File: config.mk
export PLATFORM = sky130hd
export DESIGN_NAME = gate_driver_mode_control
export DESIGN_NICKNAME = d
export VERILOG_FILES = /design/src/rtl/en_sync_filter.v /design/src/rtl/delay_timer.v /design/src/rtl/gate_driver_mode_control.v
export VERILOG_INCLUDE_DIRS = /design/src /design/src/pkg
export SDC_FILE = /design/constraint.sdc
export NUM_CORES = 1
export LEC_CHECK = 0
export ABC_AREA = 0
export BUFFER_PORTS_ARGS = -buffer_cell sky130_fd_sc_hd__buf_4
export CAP_MARGIN = 20
export CELL_PAD_IN_SITES_DETAIL_PLACEMENT = 0
export CELL_PAD_IN_SITES_GLOBAL_PLACEMENT = 1
export CORE_ASPECT_RATIO = 1.2
export CORE_MARGIN = 4
export CORE_UTILIZATION = 41
export CTS_CLUSTER_SIZE = 20
export DETAILED_ROUTE_END_ITERATION = 8
export PLACE_DENSITY_LB_ADDON = 0.1
export SYNTH_ARGS = -nofsm -noshare
export SYNTH_HDL_FRONTEND = slang
export SYNTH_HIERARCHICAL = 1
export SYNTH_SLANG_ARGS = --single-unit
File: constraint.sdc
create_clock -name clk_sys -period 2.8 [get_ports clk_sys]
set_clock_uncertainty 0.2 [all_clocks]
set_input_delay 0.56 -clock clk_sys [delete_from_list [all_inputs] [get_ports clk_sys]]
set_output_delay 0.56 -clock clk_sys [all_outputs]
set_load 0.01 [all_outputs]
File: src/pkg/mode_ctrl_defs.vh
// Purpose: constants for the gate driver mode controller
// Assumes: 25 MHz system clock (40 ns period)
// Notes: times in ns, cycle counts derived from them except the watchdog period
`ifndef MODE_CTRL_DEFS_VH
`define MODE_CTRL_DEFS_VH
`define CLK_PERIOD_NS 40
// enable-low filter, longest time 8 us, rounded down
`define ENL_FILTER_NS 8000
`define ENL_FILTER_CYC (`ENL_FILTER_NS / `CLK_PERIOD_NS)
// extra sleep delay beyond the cross-current time, 3 us least
`define SLEEP_EXTRA_NS 3000
`define SLEEP_EXTRA_CYC \
   ((`SLEEP_EXTRA_NS + `CLK_PERIOD_NS - 1) / `CLK_PERIOD_NS)
// spi setup time before normal mode (value of our choosing)
`define SPI_SETUP_NS 10000
`define SPI_SETUP_CYC \
   ((`SPI_SETUP_NS + `CLK_PERIOD_NS - 1) / `CLK_PERIOD_NS)
// default watchdog period in cycles (value of our choosing)
`define WD_PERIOD_CYC 2500
// frame kinds
`define FR_READ 2'h0
`define FR_WRITE 2'h1
`define FR_CLEAR 2'h2
// register addresses used by the exit sequence
`define ADDR_GEN_CTRL1 6'h00
`define ADDR_GEN_STAT 6'h30
// general control one: trigger bit position
`define WATCHDOG_TRIGGER_BIT_BIT 0
// exit sequence steps
`define EX_IDLE 2'h0
`define EX_CLEARED 2'h1
`define EX_TRIG1 2'h2
`endif

File: src/rtl/en_sync_filter.v
// Purpose: three-stage synchroniser and low-pulse filter for enable
// Assumes: enable pin is asynchronous to clk_sys
// Notes: filtered level drops only after a low longer than the filter
`timescale 1ns/1ps
module en_sync_filter #(
   parameter FILT_CYC = 200
)(
   // clock and reset
   input wire clk_sys,
   input wire rst,
   // pin and result
   input wire en_pin,
   output reg en_low_seen,
   output reg en_filt
);
   reg s1, s2, s3;
   reg [15:0] low_cnt;
   always @(posedge clk_sys)
   begin
      if (rst)
      begin
         s1 <= 1'b0;
         s2 <= 1'b0;
         s3 <= 1'b0;
         low_cnt <= 16'h0000;
         en_filt <= 1'b0;
         en_low_seen <= 1'b1;
      end
      else
      begin
         s1 <= en_pin;
         s2 <= s1;
         s3 <= s2;
         // only act once stages two and three agree
         if (s2 == s3)
         begin
            en_low_seen <= ~s3;
            if (s3)
            begin
               low_cnt <= 16'h0000;
               en_filt <= 1'b1;
            end
            // short lows never reach the filtered level
            else if (low_cnt >= FILT_CYC[15:0] - 16'h0001)
               en_filt <= 1'b0;
            else
               low_cnt <= low_cnt + 16'h0001;
         end
      end
   end
endmodule // en_sync_filter

File: src/rtl/delay_timer.v
// Purpose: loadable down counter with a done pulse
// Assumes: load has priority over counting
// Notes: done pulses one cycle when count reaches one
`timescale 1ns/1ps
module delay_timer #(
   parameter W = 16
)(
   // clock and reset
   input wire clk_sys,
   input wire rst,
   // control
   input wire load,
   input wire [W-1:0] value,
   input wire stop,
   output reg busy,
   output reg done
);
   reg [W-1:0] cnt;
   always @(posedge clk_sys)
   begin
      if (rst || stop)
      begin
         cnt <= {W{1'b0}};
         busy <= 1'b0;
         done <= 1'b0;
      end
      else if (load)
      begin
         cnt <= value;
         busy <= 1'b1;
         done <= 1'b0;
      end
      else if (busy && cnt <= {{(W-1){1'b0}}, 1'b1})
      begin
         busy <= 1'b0;
         done <= 1'b1;
      end
      else
      begin
         done <= 1'b0;
         if (busy)
            cnt <= cnt - {{(W-1){1'b0}}, 1'b1};
      end
   end
endmodule // delay_timer

File: src/rtl/gate_driver_mode_control.v
// Purpose: mode and reset control of a multi half-bridge gate driver
// Assumes: frames arrive decoded as one-cycle strobes on clk_sys
// Notes: logic supply reset comes in on rst (synchronous, high)
//
// Notes on behaviour
// - normal mode only after enable high plus spi setup time.
// - in normal mode drivers enabled, configuration writes accepted.
// - enable low in normal mode delays sleep by longest cross-current time plus 3 us; in setup or fail-safe, sleep follows at once.
// - sleep entry returns all registers to reset values.
// - sleep connects gate pull-down resistors on all gate outputs.
// - enable low shorter than filter time causes no sleep or reset.
// - frames during the sleep delay are ignored.
// - watchdog error enters fail-safe, sets flag, discharges actively.
// - after discharge, bridge goes passive, gates latched off, pump off.
// - foreign frame during exit keeps fail-safe; sequence restarts.
// - fail-safe holds control defaults except trigger, offset, amps.
// - fail-safe discards other writes and clears, sets serial error.
// - status clear in fail-safe leaves failure flags unchanged.
// - reads before exit sequence start set no serial error.
// - pump undervoltage set in fail-safe; clear status after exit.
// - logic supply loss resets logic and switches outputs off.
// - after power-on reset the negated power-on flag reads 0.
// - battery supply drop does not disturb logic state.
// - clearing status sets negated power-on flag to 1.
// - enable low resets logic; flag reads 0 after next normal entry.
`timescale 1ns/1ps
`include "mode_ctrl_defs.vh"
module gate_driver_mode_control #(
   parameter CTRL_W = 16,
   parameter [CTRL_W-1:0] CTRL_RESET = 16'h0000,
   parameter [CTRL_W-1:0] KEEP_MASK = 16'h000f,
   parameter FILT_CYC = `ENL_FILTER_CYC,
   parameter SETUP_CYC = `SPI_SETUP_CYC,
   parameter WD_CYC = `WD_PERIOD_CYC
)(
   // clock and reset (logic supply power-on reset)
   input wire clk_sys,
   input wire rst,
   // enable pin, asynchronous
   input wire en_pin,
   // decoded serial frame strobe
   input wire frame_valid,
   input wire [1:0] frame_kind,
   input wire [5:0] frame_addr,
   input wire [CTRL_W-1:0] frame_data,
   // watchdog error event, bridge timing and failure flags
   input wire watchdog_error,
   input wire [15:0] bridge_cross_current_time,
   input wire [15:0] failure_flags_in,
   // mode and driver outputs
   output reg normal_mode,
   output reg sleep_mode,
   output reg fail_safe_mode,
   output reg drivers_enabled,
   output reg active_discharge,
   output reg passive_mode,
   output reg gate_pulldown_on,
   output reg charge_pump_on,
   output reg frame_accept,
   // register contents
   output reg [CTRL_W-1:0] general_control_one,
   output reg [15:0] general_status_register,
   output reg fail_safe_flag,
   output reg serial_error_flag,
   output reg charge_pump_undervoltage_flag,
   output reg negated_power_on_flag
);
   localparam ST_SLEEP = 3'h0;
   localparam ST_SETUP = 3'h1;
   localparam ST_NORMAL = 3'h2;
   localparam ST_DSLEEP = 3'h3;
   localparam ST_FS_DIS = 3'h4;
   localparam ST_FS_PASS = 3'h5;
   localparam [15:0] SLEEP_EXTRA = `SLEEP_EXTRA_CYC;

   reg [2:0] state;
   reg [2:0] next_state;
   reg [1:0] exit_step;
   reg [15:0] wd_cnt;
   wire en_filt;
   wire en_low_seen;
   wire tmr_busy;
   wire tmr_done;
   reg tmr_load;
   reg [15:0] tmr_value;
   wire fr_write = frame_valid && frame_kind == `FR_WRITE;
   wire fr_clear = frame_valid && frame_kind == `FR_CLEAR;
   wire fr_read = frame_valid && frame_kind == `FR_READ;
   wire wr_ctrl1 = fr_write && frame_addr == `ADDR_GEN_CTRL1;
   wire clr_stat = fr_clear && frame_addr == `ADDR_GEN_STAT;
   wire trig_val = frame_data[`WATCHDOG_TRIGGER_BIT_BIT];
   wire in_fs = state == ST_FS_DIS || state == ST_FS_PASS;
   // only the trigger bit may change in fail-safe
   wire [CTRL_W-1:0] trig_only_mask = {{(CTRL_W-1){1'b0}}, 1'b1};
   wire trig_only = wr_ctrl1 &&
      ((frame_data ^ general_control_one) & ~trig_only_mask) ==
      {CTRL_W{1'b0}};
   wire fs_bad = in_fs && frame_valid && !clr_stat && !trig_only &&
      !(fr_read && exit_step == `EX_IDLE);

   en_sync_filter #(
      .FILT_CYC(FILT_CYC)
   ) u_en (
      .clk_sys(clk_sys),
      .rst(rst),
      .en_pin(en_pin),
      .en_low_seen(en_low_seen),
      .en_filt(en_filt)
   );

   delay_timer #(
      .W(16)
   ) u_tmr (
      .clk_sys(clk_sys),
      .rst(rst),
      .load(tmr_load),
      .value(tmr_value),
      .stop(1'b0),
      .busy(tmr_busy),
      .done(tmr_done)
   );

   always @*
   begin
      next_state = state;
      tmr_load = 1'b0;
      tmr_value = 16'h0000;
      case (state)
         ST_SLEEP:
            if (en_filt)
            begin
               next_state = ST_SETUP;
               tmr_load = 1'b1;
               tmr_value = SETUP_CYC[15:0];
            end
         ST_SETUP:
            if (!en_filt)
               next_state = ST_SLEEP;
            else if (tmr_done)
               next_state = ST_NORMAL;
         ST_NORMAL:
            if (!en_filt)
            begin
               next_state = ST_DSLEEP;
               tmr_load = 1'b1;
               tmr_value = bridge_cross_current_time + SLEEP_EXTRA;
            end
            else if (watchdog_error)
            begin
               next_state = ST_FS_DIS;
               tmr_load = 1'b1;
               tmr_value = bridge_cross_current_time;
            end
         ST_DSLEEP:
            if (tmr_done)
               next_state = ST_SLEEP;
         ST_FS_DIS:
            if (!en_filt)
               next_state = ST_SLEEP;
            else if (tmr_done)
               next_state = ST_FS_PASS;
         ST_FS_PASS:
            if (!en_filt)
               next_state = ST_SLEEP;
            else if (exit_step == `EX_TRIG1 && wr_ctrl1 && !trig_val &&
               trig_only)
               next_state = ST_NORMAL;
         default:
            next_state = ST_SLEEP;
      endcase
   end

   always @(posedge clk_sys)
   begin
      // supply reset clears all and switches outputs off
      // only the logic supply reset reaches this state
      if (rst)
      begin
         state <= ST_SLEEP;
         exit_step <= `EX_IDLE;
         wd_cnt <= 16'h0000;
         general_control_one <= CTRL_RESET;
         general_status_register <= 16'h0000;
         fail_safe_flag <= 1'b0;
         serial_error_flag <= 1'b0;
         charge_pump_undervoltage_flag <= 1'b0;
         negated_power_on_flag <= 1'b0;
         normal_mode <= 1'b0;
         sleep_mode <= 1'b1;
         fail_safe_mode <= 1'b0;
         drivers_enabled <= 1'b0;
         active_discharge <= 1'b0;
         passive_mode <= 1'b0;
         gate_pulldown_on <= 1'b1;
         charge_pump_on <= 1'b0;
         frame_accept <= 1'b0;
      end
      else
      begin
         state <= next_state;
         normal_mode <= next_state == ST_NORMAL;
         sleep_mode <= next_state == ST_SLEEP;
         fail_safe_mode <= next_state == ST_FS_DIS ||
            next_state == ST_FS_PASS;
         drivers_enabled <= next_state == ST_NORMAL;
         active_discharge <= next_state == ST_DSLEEP ||
            next_state == ST_FS_DIS;
         passive_mode <= next_state == ST_FS_PASS;
         charge_pump_on <= next_state == ST_NORMAL ||
            next_state == ST_DSLEEP || next_state == ST_FS_DIS;
         gate_pulldown_on <= next_state == ST_SLEEP;
         // frames ignored while sleep is pending
         frame_accept <= next_state == ST_NORMAL || next_state == ST_FS_DIS
            || next_state == ST_FS_PASS;
         if (state == ST_FS_PASS)
            charge_pump_undervoltage_flag <= 1'b1;
         if (state == ST_SLEEP)
         begin
            exit_step <= `EX_IDLE;
            wd_cnt <= 16'h0000;
            general_control_one <= CTRL_RESET;
            general_status_register <= 16'h0000;
            fail_safe_flag <= 1'b0;
            serial_error_flag <= 1'b0;
            charge_pump_undervoltage_flag <= 1'b0;
            negated_power_on_flag <= 1'b0;
         end
         else if (state == ST_NORMAL)
         begin
            if (watchdog_error && en_filt)
               fail_safe_flag <= 1'b1;
            general_status_register <= general_status_register |
               failure_flags_in;
            if (wr_ctrl1)
               general_control_one <= frame_data;
            if (clr_stat)
            begin
               // clear sets power-on flag; new events win
               general_status_register <= failure_flags_in;
               negated_power_on_flag <= 1'b1;
               charge_pump_undervoltage_flag <=
                  state == ST_FS_PASS;
               fail_safe_flag <= watchdog_error;
            end
            exit_step <= `EX_IDLE;
         end
         else if (in_fs)
         begin
            // freeze to defaults except kept fields
            general_control_one <= (CTRL_RESET & ~KEEP_MASK) |
               (general_control_one & KEEP_MASK);
            general_status_register <= general_status_register |
               failure_flags_in;
            if (exit_step != `EX_IDLE)
               wd_cnt <= wd_cnt + 16'h0001;
            if (fs_bad)
            begin
               serial_error_flag <= 1'b1;
               exit_step <= `EX_IDLE;
            end
            else if (clr_stat)
            begin
               negated_power_on_flag <= 1'b1;
               exit_step <= `EX_CLEARED;
               wd_cnt <= 16'h0000;
            end
            else if (wr_ctrl1)
            begin
               general_control_one[`WATCHDOG_TRIGGER_BIT_BIT] <= trig_val;
               wd_cnt <= 16'h0000;
               if (exit_step == `EX_CLEARED && trig_val)
                  exit_step <= `EX_TRIG1;
               else if (exit_step == `EX_TRIG1 && !trig_val)
               begin
                  exit_step <= `EX_IDLE;
                  fail_safe_flag <= 1'b0;
               end
               else
                  exit_step <= `EX_IDLE;
            end
            else if (exit_step != `EX_IDLE &&
               wd_cnt >= WD_CYC[15:0])
               exit_step <= `EX_IDLE;
         end
      end
   end
endmodule // gate_driver_mode_control

; Word level (Yosys, flattened, before mapping)
; Index checks and enable logic that the tools add are counted.
[totals]
wordCells = 180
register_bits = 102
input_bits = 61
[op_classes]
n_bitwise = 3
n_mux = 63
n_addsub = 4
n_eq_ne = 23
order_cmp = 3
n_reduce_logical = 58
[ops]
columns = op, n
row1 = two-way mux 16 bit, 17
row2 = adder 16 x 1 -> 16 bit (second input constant), 2
row3 = one-hot mux 16 bit (2 select lines), 1
row4 = two-way mux 3 bit, 10
row5 = two-way mux 1 bit, 27
row6 = logical AND 1 bit, 19
row7 = one-hot mux 3 bit (6 select lines), 1
row8 = adder 16 x 7 -> 16 bit (second input constant), 1
row9 = greater-or-equal comparator 16 x 12 -> 1 bit (second input constant), 1
row10 = greater-or-equal comparator 16 x 8 -> 1 bit (second input constant), 1
row11 = <= comparator 16 x 1 -> 1 bit (second input constant), 1
row12 = logical NOT 16 bit, 1
row13 = OR 16 bit, 1
row14 = AND reduction 2 bit, 8
row15 = subtractor 16 x 1 -> 16 bit (second input constant), 1
row16 = XOR 16 bit, 1
row17 = nonzero test 2 bit, 7
row18 = == test 3 x 2 -> 1 bit (second input constant), 4
row19 = == test 3 bit (second input constant), 4
row20 = two-way mux 2 bit, 5
row21 = two-way mux 8 bit, 1
row22 = logical OR 1 bit, 7
row23 = AND reduction 7 bit, 1
row24 = == test 6 bit (second input constant), 1
row25 = other kinds (19), 31

; Depth between registers and ports, before layout
; Gate-level depths: netlist (run 1).
[logic_depth]
depth_word = 12
mapped_depth = 11
ltp_nobuf = 9

; Modules after synthesis
; The synthesis (run 1) kept the hierarchy.
[by_module_without_submodules]
columns = module, cells_each, seq_area_each_um2, area_per_inst_um2, instances
row1 = gate_driver_mode_control, 406, 1281.2, 3380.7, 1
row2 = delay_timer, 124, 360.3, 1029.7, 1
row3 = en_sync_filter, 80, 420.4, 805.8, 1

; Least setup slack after synthesis (run 1)
; OpenSTA, ideal clock, no wires.
[synth_timing]
path_kind = reg-to-reg
start = reg u_tmr.cnt[5]
end = reg u_tmr.cnt[15]
path_slack_ns = 0.349
n_path_buf = 1
setup_ns = 0.074
t_arrival_ns = 2.176
path_stages_with_launch = 7
synth_period_minus_slack_ns = 2.451
cell_sequence = dfxtp_1 or4_4 or2_1 buf_6 or4_4 or3_1 a31oi_1
[synth_via]
elab_chain_cells = 4
elab_cells_between_ends = 8
cone_classes = 1 x add/sub / 1 x order compare / 1 x eq/ne / 3 x mux / 2 x reduce/logical
[synth_lines]
columns = element, line
row1 = start: declaration, delay_timer.v:18  ; reg [W-1:0] cnt;
row2 = start signal: assignment, delay_timer.v:23  ; cnt <= {W{1'b0}};
row3 = start signal: assignment, delay_timer.v:29  ; cnt <= value;
row4 = start signal: assignment, delay_timer.v:42  ; cnt <= cnt - {{(W-1){1'b0}}, 1'b1};
row5 = subtractor 16 x 1 -> 16 bit / <= comparator 16 x 1 -> 1 bit (equally long branches), "delay_timer.v:42, delay_timer.v:33"
row6 = two-way mux 16 bit / logical AND 1 bit (equally long branches), "delay_timer.v:41, delay_timer.v:33"
row7 = two-way mux 16 bit / != test 2 bit (equally long branches), n/a
row8 = two-way mux 16 bit / AND reduction 2 bit (equally long branches), n/a
; Parallel ways exist; a longest one is shown, timed or not. The select of a mux whose other input is x is not followed.
; A chain may end at the register's enable or synchronous reset.

; Worst setup path in the final report (run 1)
; Ends and elaborated chain as after synthesis.

==> impl_metrics.csv, run 1 <==
group,metric,value,unit
run_status,status,"finished clean",
routing,wl,13400,microns
placed_design,hpwl,10100,microns
worst_setup_path,cpMaxStageDelayCell,"or4_4",
sta,tns,0,ns
global_routing,gr-usage-all-layers,18.0,%
worst_setup_path,critical-path-top-delay-family,"simple AND/OR/NAND/NOR gates",
clocking,clockBufferDepth,2,
placed_design,port-buffer-count,105,
finish,final_layout_size_suffix_gt1_share,22.3,%
finish,diodes,0,
yosys,ys.warnings.count,6,
sta,setup-violations-final,0,
placed_design,gp_congestion,0.864,
worst_setup_path,crit_end,"u_tmr/cnt[15]",
clocking,cts_made_buffers,9,
global_routing,grt-ovfl-total,0,
floorplan,row_count,44,
worst_setup_path,arrival,2.61,ns
global_routing,grt_pass1_wl,21700,microns
worst_setup_path,critPathMaxFanout,8,
routing,first_pass_iters,4,
power_and_ir_drop,ir_drop,302,uV
routing,dr_wl_met3,388,microns
routing,via_per_inst,5.32,
worst_setup_path,cp_data_required_time,2.87,ns
job,drv_cap,0,
floorplan,start_util,42.4,%
worst_setup_path,cp_cell_sequence,"or4_4 -> or2_1 -> or4_4 -> or3_1 -> a31oi_1",
worst_setup_path,slowest_delay,0.57,ns
global_routing,grt_pass1_vias,4513,
clocking,clock_sinks,102,
yosys,synth_cells,606,
sta,hold_viol,0,
worst_setup_path,cp_num_buf_inv,0,
floorplan,boundaryPins,106,
clocking,cts_tree,"yes",
sta,slew_headroom,52.8,%
clocking,cts-htree-levels,3,
finish,final_nets,780,
clocking,clk_pin_slew,0.07,ns
power_and_ir_drop,p_leak,2.42,nW
worst_setup_path,path_class,"flip-flop to flip-flop",
sta,tightest_slew,0.707,ns
sta,max_freq,393,MHz
worst_setup_path,critPathLaunch,"u_tmr/cnt[5]",
worst_setup_path,cpMostUsedCell,"or4_4",
sta,slew_viol_final,0,
sta,fin_crit,2.54,ns
clocking,post_cts_buffers,0,
clocking,postCtsHoldBufs,0,
sta,rsz0062_at_grt,"no",
floorplan,die-area,0.0145,sq mm
clocking,cts_root_buf,"clkbuf_16",
finish,area_delta_synth_final,24.2,%
worst_setup_path,cp-start-kind,"flip-flop",
clocking,cts_resized,0,
worst_setup_path,reg2reg_to,"u_tmr/cnt[15]",
yosys,syn_area_per_cell,8.54,sq um
routing,wl_per_cell,15.2,microns
floorplan,core,0.0122,sq mm
routing,highest_layer,"met4",
worst_setup_path,crit_path_end_kind,"flip-flop",
min_path,hold_class,"input port to flip-flop",
routing,first_iter_violations,191,
power_and_ir_drop,pwr_density_cell,450,mW/mm^2
routing,ant_nets,0,
floorplan,die_x,111,microns
worst_setup_path,r2r_slack,0.26,ns
global_routing,grt_start_max_net_pins,23,
yosys,synth_area,0.00518,sq mm
routing,drc,0,
routing,met2WireLength,6850,microns
routing,wl_met1,5900,microns
global_routing,antenna_found_initial,0,
clocking,clkLatencyLatePin,0.34,ns
floorplan,die_h,131,microns
worst_setup_path,reg2reg_depth,5,
sta,finalCritPeriodShare,90.8,%
worst_setup_path,reg2reg_from,"u_tmr/cnt[5]",
worst_setup_path,cp_num_cells,5,
finish,fin_util,52.6,%
routing,via_count,4676,
[layout make-up]
class                   instances  area (sq um)
repair buffers                123           923
well taps                     161           201
inverters                      16          60.1
flip-flops and latches        102          2040
multi-input cells             461          2910
clock buffers                  11           233
fillers                      1213          5790
clock inverters                 5          57.6
[worst register-to-register path, stage by stage, from the launching register on]
cell     delay (ns)
dfxtp_1        0.35
or4_4          0.57
or2_1          0.34
or4_4          0.55
or3_1          0.31
a31oi_1        0.15
[cell usage in the layout, fill, tap and decap left out, types with 5 or more instances in the layout]
| cell type | n |
|---|---|
| nor3_1 | 10 |
| inv_1 | 15 |
| xor2_1 | 11 |
| nand4_1 | 11 |
| nor2b_1 | 11 |
| dfxtp_1 | 102 |
| and2_1 | 9 |
| o21a_1 | 7 |
| ha_1 | 6 |
| nand2_1 | 47 |
| o21ai_0 | 31 |
| mux2i_1 | 6 |
| xnor2_1 | 32 |
| clkbuf_16 | 9 |
| o211ai_1 | 5 |
| or4_1 | 6 |
| and3_1 | 12 |
| buf_4 | 123 |
| o31ai_1 | 6 |
| nand2b_1 | 11 |
| or3_1 | 10 |
| a22o_1 | 17 |
| nand3_1 | 31 |
| a21oi_1 | 50 |
| a31oi_1 | 8 |
| nor2_1 | 53 |
[worst min path at each step]
stage	start	slack [ns]	endpoint	cells after the start
5_1_grt	failure_flags_in[12]	0.22	general_status_register[12]	2
3_3_place_gp	u_en/s1	0.24	u_en/s2	1
2_1_floorplan	u_en/s1	0.21	u_en/s2	1
4_1_cts	failure_flags_in[3]	0.21	general_status_register[3]	2
3_5_place_dp	u_en/s1	0.24	u_en/s2	1
6_report	failure_flags_in[14]	0.23	general_status_register[14]	2
[where the power goes]
| group | switching [mW] | total [mW] | internal [mW] | leakage, nW |
|---|---|---|---|---|
| logic | 0.0856 | 0.183 | 0.0970 | 1.46 |
| registers | 0.00714 | 1.46 | 1.46 | 0.822 |
| clock network | 0.548 | 1.24 | 0.696 | 0.144 |
| total | 0.641 | 2.89 | 2.25 | 2.42 |
[stage by stage]
step	area [sq um]	std cells	total power, mW	hold WS (ns)	worst slack (ns)
final	6430	879	2.89	0.225	0.258
after global routing	6430	879	3.00	0.217	0.108
after CTS	6430	879	2.93	0.214	0.258
after detailed placement	6140	863	1.68	0.245	0.262
after global placement	6130	862	1.68	0.241	0.307
after floorplan	5180	607	1.58	0.214	0.349
[registers in the layout (all words and copies together) (netlist names)]
name and count:
u_en/s1 1, u_tmr/cnt 16, fail_safe_flag 1, exit_step 2, u_tmr/busy 1, serial_error_flag 1, frame_accept 1, u_en/s3 1
gate_pulldown_on 1, u_en/en_filt 1, general_status_register 16, wd_cnt 16, charge_pump_undervoltage_flag 1, charge_pump_on 1, u_en/low_cnt 16, fail_safe_mode 1
u_tmr/done 1, negated_power_on_flag 1, state 3, u_en/s2 1, passive_mode 1, general_control_one 16, drivers_enabled 1, active_discharge 1
[layer usage]
layer / GRT usage (%) / vias to the layer above
li1: - / 2397
met1: 22.4 / 2199
met2: 32.1 / 64
met3: 3.12 / 16
met4: 5.72 / 0
met5: 0 / -
Power figures use the tool's default switching activity.
==> run 2, diff against run 1 <==
- CORE_MARGIN: 4 -> unset
==> run 2 against run 1 <==
Total power increased by 2.4%. Die area decreased by 9.8%. Setup slack got worse by 0.024 ns. Largest cell class unchanged.
==> impl_metrics.csv, run 2 (synthesized netlist as in run 1, its figures left out) <==
group,metric,value,unit
clocking,cts_root_buf,"clkbuf_16",
finish,seq_area,0.00204,sq mm
worst_setup_path,r2r_slack,0.23,ns
finish,final_nets,778,
floorplan,row_count,44,
sta,slew_viol_final,0,
worst_setup_path,crit_path_end_kind,"flip-flop",
clocking,cts_resized,0,
floorplan,boundaryPins,106,
sta,fin_crit,2.57,ns
clocking,post_cts_buffers,0,
routing,first_iter_violations,148,
run_status,status,"finished clean",
finish,mostFrequentLayoutCells,"121 x buf_4, 102 x dfxtp_1, 53 x nor2_1",
worst_setup_path,critPathMaxFanout,8,
floorplan,die-area,0.0131,sq mm
power_and_ir_drop,ir_drop,286,uV
finish,final_common_cell,"buf_4",
power_and_ir_drop,p_leak,2.42,nW
worst_setup_path,slowest_delay,0.57,ns
finish,multi_input_area,0.00291,sq mm
floorplan,core,0.0122,sq mm
routing,wl,13000,microns
sta,rsz0062_at_grt,"no",
routing,ant_nets,0,
global_routing,grt_start_max_net_pins,23,
worst_setup_path,path_class,"flip-flop to flip-flop",
finish,final_layout_size_suffix_gt1_share,22.3,%
power_and_ir_drop,total_power,2.96,mW
routing,drc,0,
clocking,postCtsHoldBufs,0,
clocking,cts_made_buffers,9,
clocking,clkLatencyLatePin,0.34,ns
routing,via_per_inst,5.30,
worst_setup_path,reg2reg_from,"u_tmr/cnt[5]",
sta,tightest_slew,0.653,ns
finish,fill_cells,1196,
min_path,whs_path_depth,2,
worst_setup_path,critical-path-top-delay-family,"simple AND/OR/NAND/NOR gates",
sta,max_freq,390,MHz
sta,finalCritPeriodShare,91.6,%
sta,hold_viol,0,
worst_setup_path,arrival,2.63,ns
floorplan,start_util,42.4,%
worst_setup_path,cp_num_buf_inv,0,
global_routing,gr-usage-all-layers,20.1,%
worst_setup_path,cpMaxStageDelayCell,"or4_4",
worst_setup_path,cp-start-kind,"flip-flop",
routing,wl_per_cell,14.8,microns
sta,setup-violations-final,0,
global_routing,antenna_found_initial,0,
clocking,cts-htree-levels,3,
sta,slew_headroom,56.4,%
min_path,hp-start,"failure_flags_in[0]",
clocking,clk_pin_slew,0.07,ns
global_routing,grt-ovfl-total,0,
placed_design,gp_congestion,0.801,
worst_setup_path,cpMostUsedCell,"or4_4",
job,drv_cap,0,
worst_setup_path,reg2reg_depth,5,
routing,via_count,4648,
min_path,hold_class,"input port to flip-flop",
finish,diodes,0,
placed_design,port-buffer-count,105,
worst_setup_path,reg2reg_to,"u_tmr/cnt[15]",
global_routing,grt_pass1_vias,4529,
min_path,worstHoldEndpoint,"general_status_register[0]",
routing,first_pass_iters,4,
clocking,cts_tree,"yes",
placed_design,hpwl,9730,microns
power_and_ir_drop,pwr_density_cell,460,mW/mm^2
clocking,clock_sinks,102,
floorplan,die_h,125,microns
clocking,clockBufferDepth,2,
worst_setup_path,cp_data_required_time,2.87,ns
floorplan,die_x,105,microns
sta,tns,0,ns
global_routing,grt_pass1_wl,21600,microns
finish,area_delta_synth_final,24.5,%
worst_setup_path,cp_cell_sequence,"or4_4 -> or2_1 -> or4_4 -> or3_1 -> a31oi_1",
run 2: cell count changes in the layout (fill, tap and decap cells not counted):
cell        before  now
buf_4          123  121
clkbuf_8         0    2
clkinv_2         2    0
inv_6            1    0
clkbuf_1         2    0
inv_8            0    1
clkinvlp_4       0    2
run 2: worst max path at each step:
stage	end	from	cells after the start	slack, ns
6_report	u_tmr/cnt[15]	u_tmr/cnt[5]	5	0.23
5_1_grt	u_tmr/cnt[15]	u_tmr/cnt[5]	5	0.09
4_1_cts	u_tmr/cnt[15]	u_tmr/cnt[5]	5	0.23
3_5_place_dp	u_tmr/cnt[15]	u_tmr/cnt[5]	5	0.23
3_3_place_gp	general_status_register[6]	state[0]	4	0.29
2_1_floorplan	u_tmr/cnt[15]	u_tmr/cnt[5]	6	0.35
run 2: power by group:
| part | internal, mW | leakage [nW] | switching [mW] |
|---|---|---|---|
| Combinational | 0.0968 | 1.45 | 0.0848 |
| Clock | 0.750 | 0.150 | 0.566 |
| Sequential | 1.46 | 0.822 | 0.00726 |
run 2: layout make-up:
cell class | instances | share of cell area, %
inverter | 16 | 0.932
timing repair buffer | 121 | 14.1
clock inverter | 5 | 1.01
tap | 161 | 3.13
clock buffer | 11 | 3.92
multi-input combinational | 461 | 45.2
sequential | 102 | 31.7
run 2: per-layer routing:
layer  track usage [%]  up-vias  part of all wire (%)
li1                  -     2389                     -
met1              25.3     2189                    45
met2              35.3       62                    51
met3              3.02        8                   2.7
met4              5.97        0                   1.1
met5                 0        -                     0
run 2: through the flow:
step	utilization [%]	hold slack, ns	cell area, sq um	cells	worst slack (ns)
floorplan	-	0.214	5180	607	0.349
global placement	50.1	0.244	6120	860	0.291
detailed placement	50.1	0.245	6120	861	0.235
CTS	52.7	0.213	6440	877	0.231
global route	52.7	0.220	6440	877	0.0877
finish	52.7	0.224	6440	877	0.234
==> run 3, diff against run 2 <==
- CAP_MARGIN: 20 -> unset
- GPL_ROUTABILITY_DRIVEN: unset -> 1
- REMOVE_ABC_BUFFERS: unset -> 1
==> run 3 against run 2 <==
Hold slack about the same. Count of clock-buffer cells in the layout unchanged. Fmax up 0.54%. Utilization up 0.11 points. Global-route usage down 0.36 points. First-iteration DRC count up 53%. Die area unchanged. Combinational power about the same. Critical endpoint unchanged.
==> impl_metrics.csv, run 3 (synthesized netlist as in run 1, its figures left out) <==
group,metric,value,unit
global_routing,antenna_found_initial,0,
sta,max_freq,392,MHz
power_and_ir_drop,pwr-share-seq,48.4,%
run_status,status,"finished clean",
clocking,cts_tree,"yes",
finish,diodes,0,
global_routing,grt_pass1_vias,4579,
job,drv_cap,0,
worst_setup_path,path_class,"flip-flop to flip-flop",
global_routing,grt_start_max_net_pins,27,
worst_setup_path,critPathMaxFanout,8,
worst_setup_path,cp-start-kind,"flip-flop",
clocking,post_cts_buffers,0,
global_routing,grt-ovfl-total,0,
worst_setup_path,cpMostUsedCell,"or4_4",
worst_setup_path,slowest_delay,0.58,ns
finish,area_delta_synth_final,24.7,%
routing,via_per_inst,5.33,
sta,tns,0,ns
finish,mostFrequentLayoutCells,"121 x buf_4, 102 x dfxtp_1, 53 x nor2_1",
clocking,cts_resized,0,
routing,wl_per_cell,14.3,microns
clocking,clk_pin_slew,0.07,ns
clocking,clockBufferDepth,2,
floorplan,boundaryPins,106,
sta,hold_viol,0,
power_and_ir_drop,total_power,3.02,mW
power_and_ir_drop,p_int,2.39,mW
global_routing,gr-usage-all-layers,19.7,%
routing,first_iter_violations,227,
power_and_ir_drop,clkPwrFrac,45.6,%
clocking,cts_root_buf,"clkbuf_16",
floorplan,die_x,105,microns
finish,final_area,0.00646,sq mm
finish,fill_cells,1176,
sta,rsz0062_at_grt,"no",
clocking,clock_sinks,102,
placed_design,hpwl,9420,microns
finish,seq_area,0.00204,sq mm
finish,final_layout_size_suffix_gt1_share,22.2,%
finish,final_cells,876,
clocking,postCtsHoldBufs,0,
sta,finalCritPeriodShare,91.1,%
finish,multi_input_area,0.00291,sq mm
power_and_ir_drop,ir_drop,249,uV
finish,final_nets,778,
sta,fin_crit,2.55,ns
placed_design,placed_cell_area,0.00612,sq mm
worst_setup_path,cpMaxStageDelayCell,"or4_4",
floorplan,die_h,125,microns
clocking,cts_made_buffers,9,
placed_design,dp.cells,861,
min_path,hold_class,"input port to flip-flop",
power_and_ir_drop,swShare,21.0,%
clocking,clkLatencyLatePin,0.34,ns
sta,tightest_slew,0.632,ns
floorplan,die-area,0.0131,sq mm
routing,first_pass_iters,4,
power_and_ir_drop,pwr_density_cell,468,mW/mm^2
routing,via_count,4671,
power_and_ir_drop,power.switching,0.634,mW
worst_setup_path,arrival,2.62,ns
routing,wl,12600,microns
floorplan,row_count,44,
worst_setup_path,cp_cell_sequence,"or4_4 -> or2_1 -> or4_4 -> or3_1 -> a31oi_1",
power_and_ir_drop,p_leak,2.43,nW
routing,drc,0,
floorplan,core,0.0122,sq mm
worst_setup_path,cp_data_required_time,2.87,ns
clocking,cts-htree-levels,3,
sta,setup-violations-final,0,
routing,ant_nets,0,
sta,slew_headroom,57.8,%
floorplan,start_util,42.4,%
sta,slew_viol_final,0,
placed_design,port-buffer-count,105,
power_and_ir_drop,comb_power_share,6.0,%
global_routing,grt_pass1_wl,21400,microns
placed_design,gp_congestion,0.805,
worst_setup_path,crit_path_end_kind,"flip-flop",
finish,final_common_cell,"buf_4",
[run 3: final timing paths]
check	end	start	depth (start not counted)	slack (ns)
setup / recovery	u_tmr/cnt[15]	u_tmr/cnt[5]	5	0.25
hold / removal	general_status_register[14]	failure_flags_in[14]	2	0.22
setup reg to reg	u_tmr/cnt[15]	u_tmr/cnt[5]	5	0.25
hold reg to reg	u_en/s2	u_en/s1	1	0.25
[run 3: layout make-up]
type                    instances  share of cell area [%]
multi-input cells             461                    45.1
well taps                     161                    3.12
clock buffers                  11                    3.91
clock inverters                 4                    1.22
inverters                      16                   0.930
repair buffers                121                    14.1
flip-flops and latches        102                    31.6
[run 3: power by group through the flow]
stage / Clock (mW) / Sequential, mW / Combinational [mW]
floorplan: 0 / 1.50 / 0.0722
global placement: 0 / 1.50 / 0.180
detailed placement: 0 / 1.50 / 0.182
CTS: 1.42 / 1.46 / 0.183
global route: 1.47 / 1.46 / 0.201
finish: 1.38 / 1.46 / 0.181
[run 3: critical path, delay by kind of cell (launching register included)]
family           cells  cell delay (ns)
AND/OR/NAND/NOR      4             1.78
AO/OA/AOI/OAI        1             0.16
flip-flops           1             0.36
[run 3: metal layers]
layer / routed length, microns / vias up / track usage [%]
met5: 0 / - / 0
met4: 121 / 0 / 5.72
met3: 545 / 10 / 4.12
met2: 6190 / 106 / 35.0
met1: 5700 / 2161 / 23.9
li1: - / 2394 / -
[run 3: metrics by stage]
stage               hold slack, ns  utilization, %  setup WS [ns]
floorplan                    0.214               -          0.278
global placement             0.218            50.1          0.320
detailed placement           0.229            50.1          0.273
CTS                          0.214            52.8          0.258
global route                 0.215            52.8          0.149
finish                       0.225            52.8          0.248
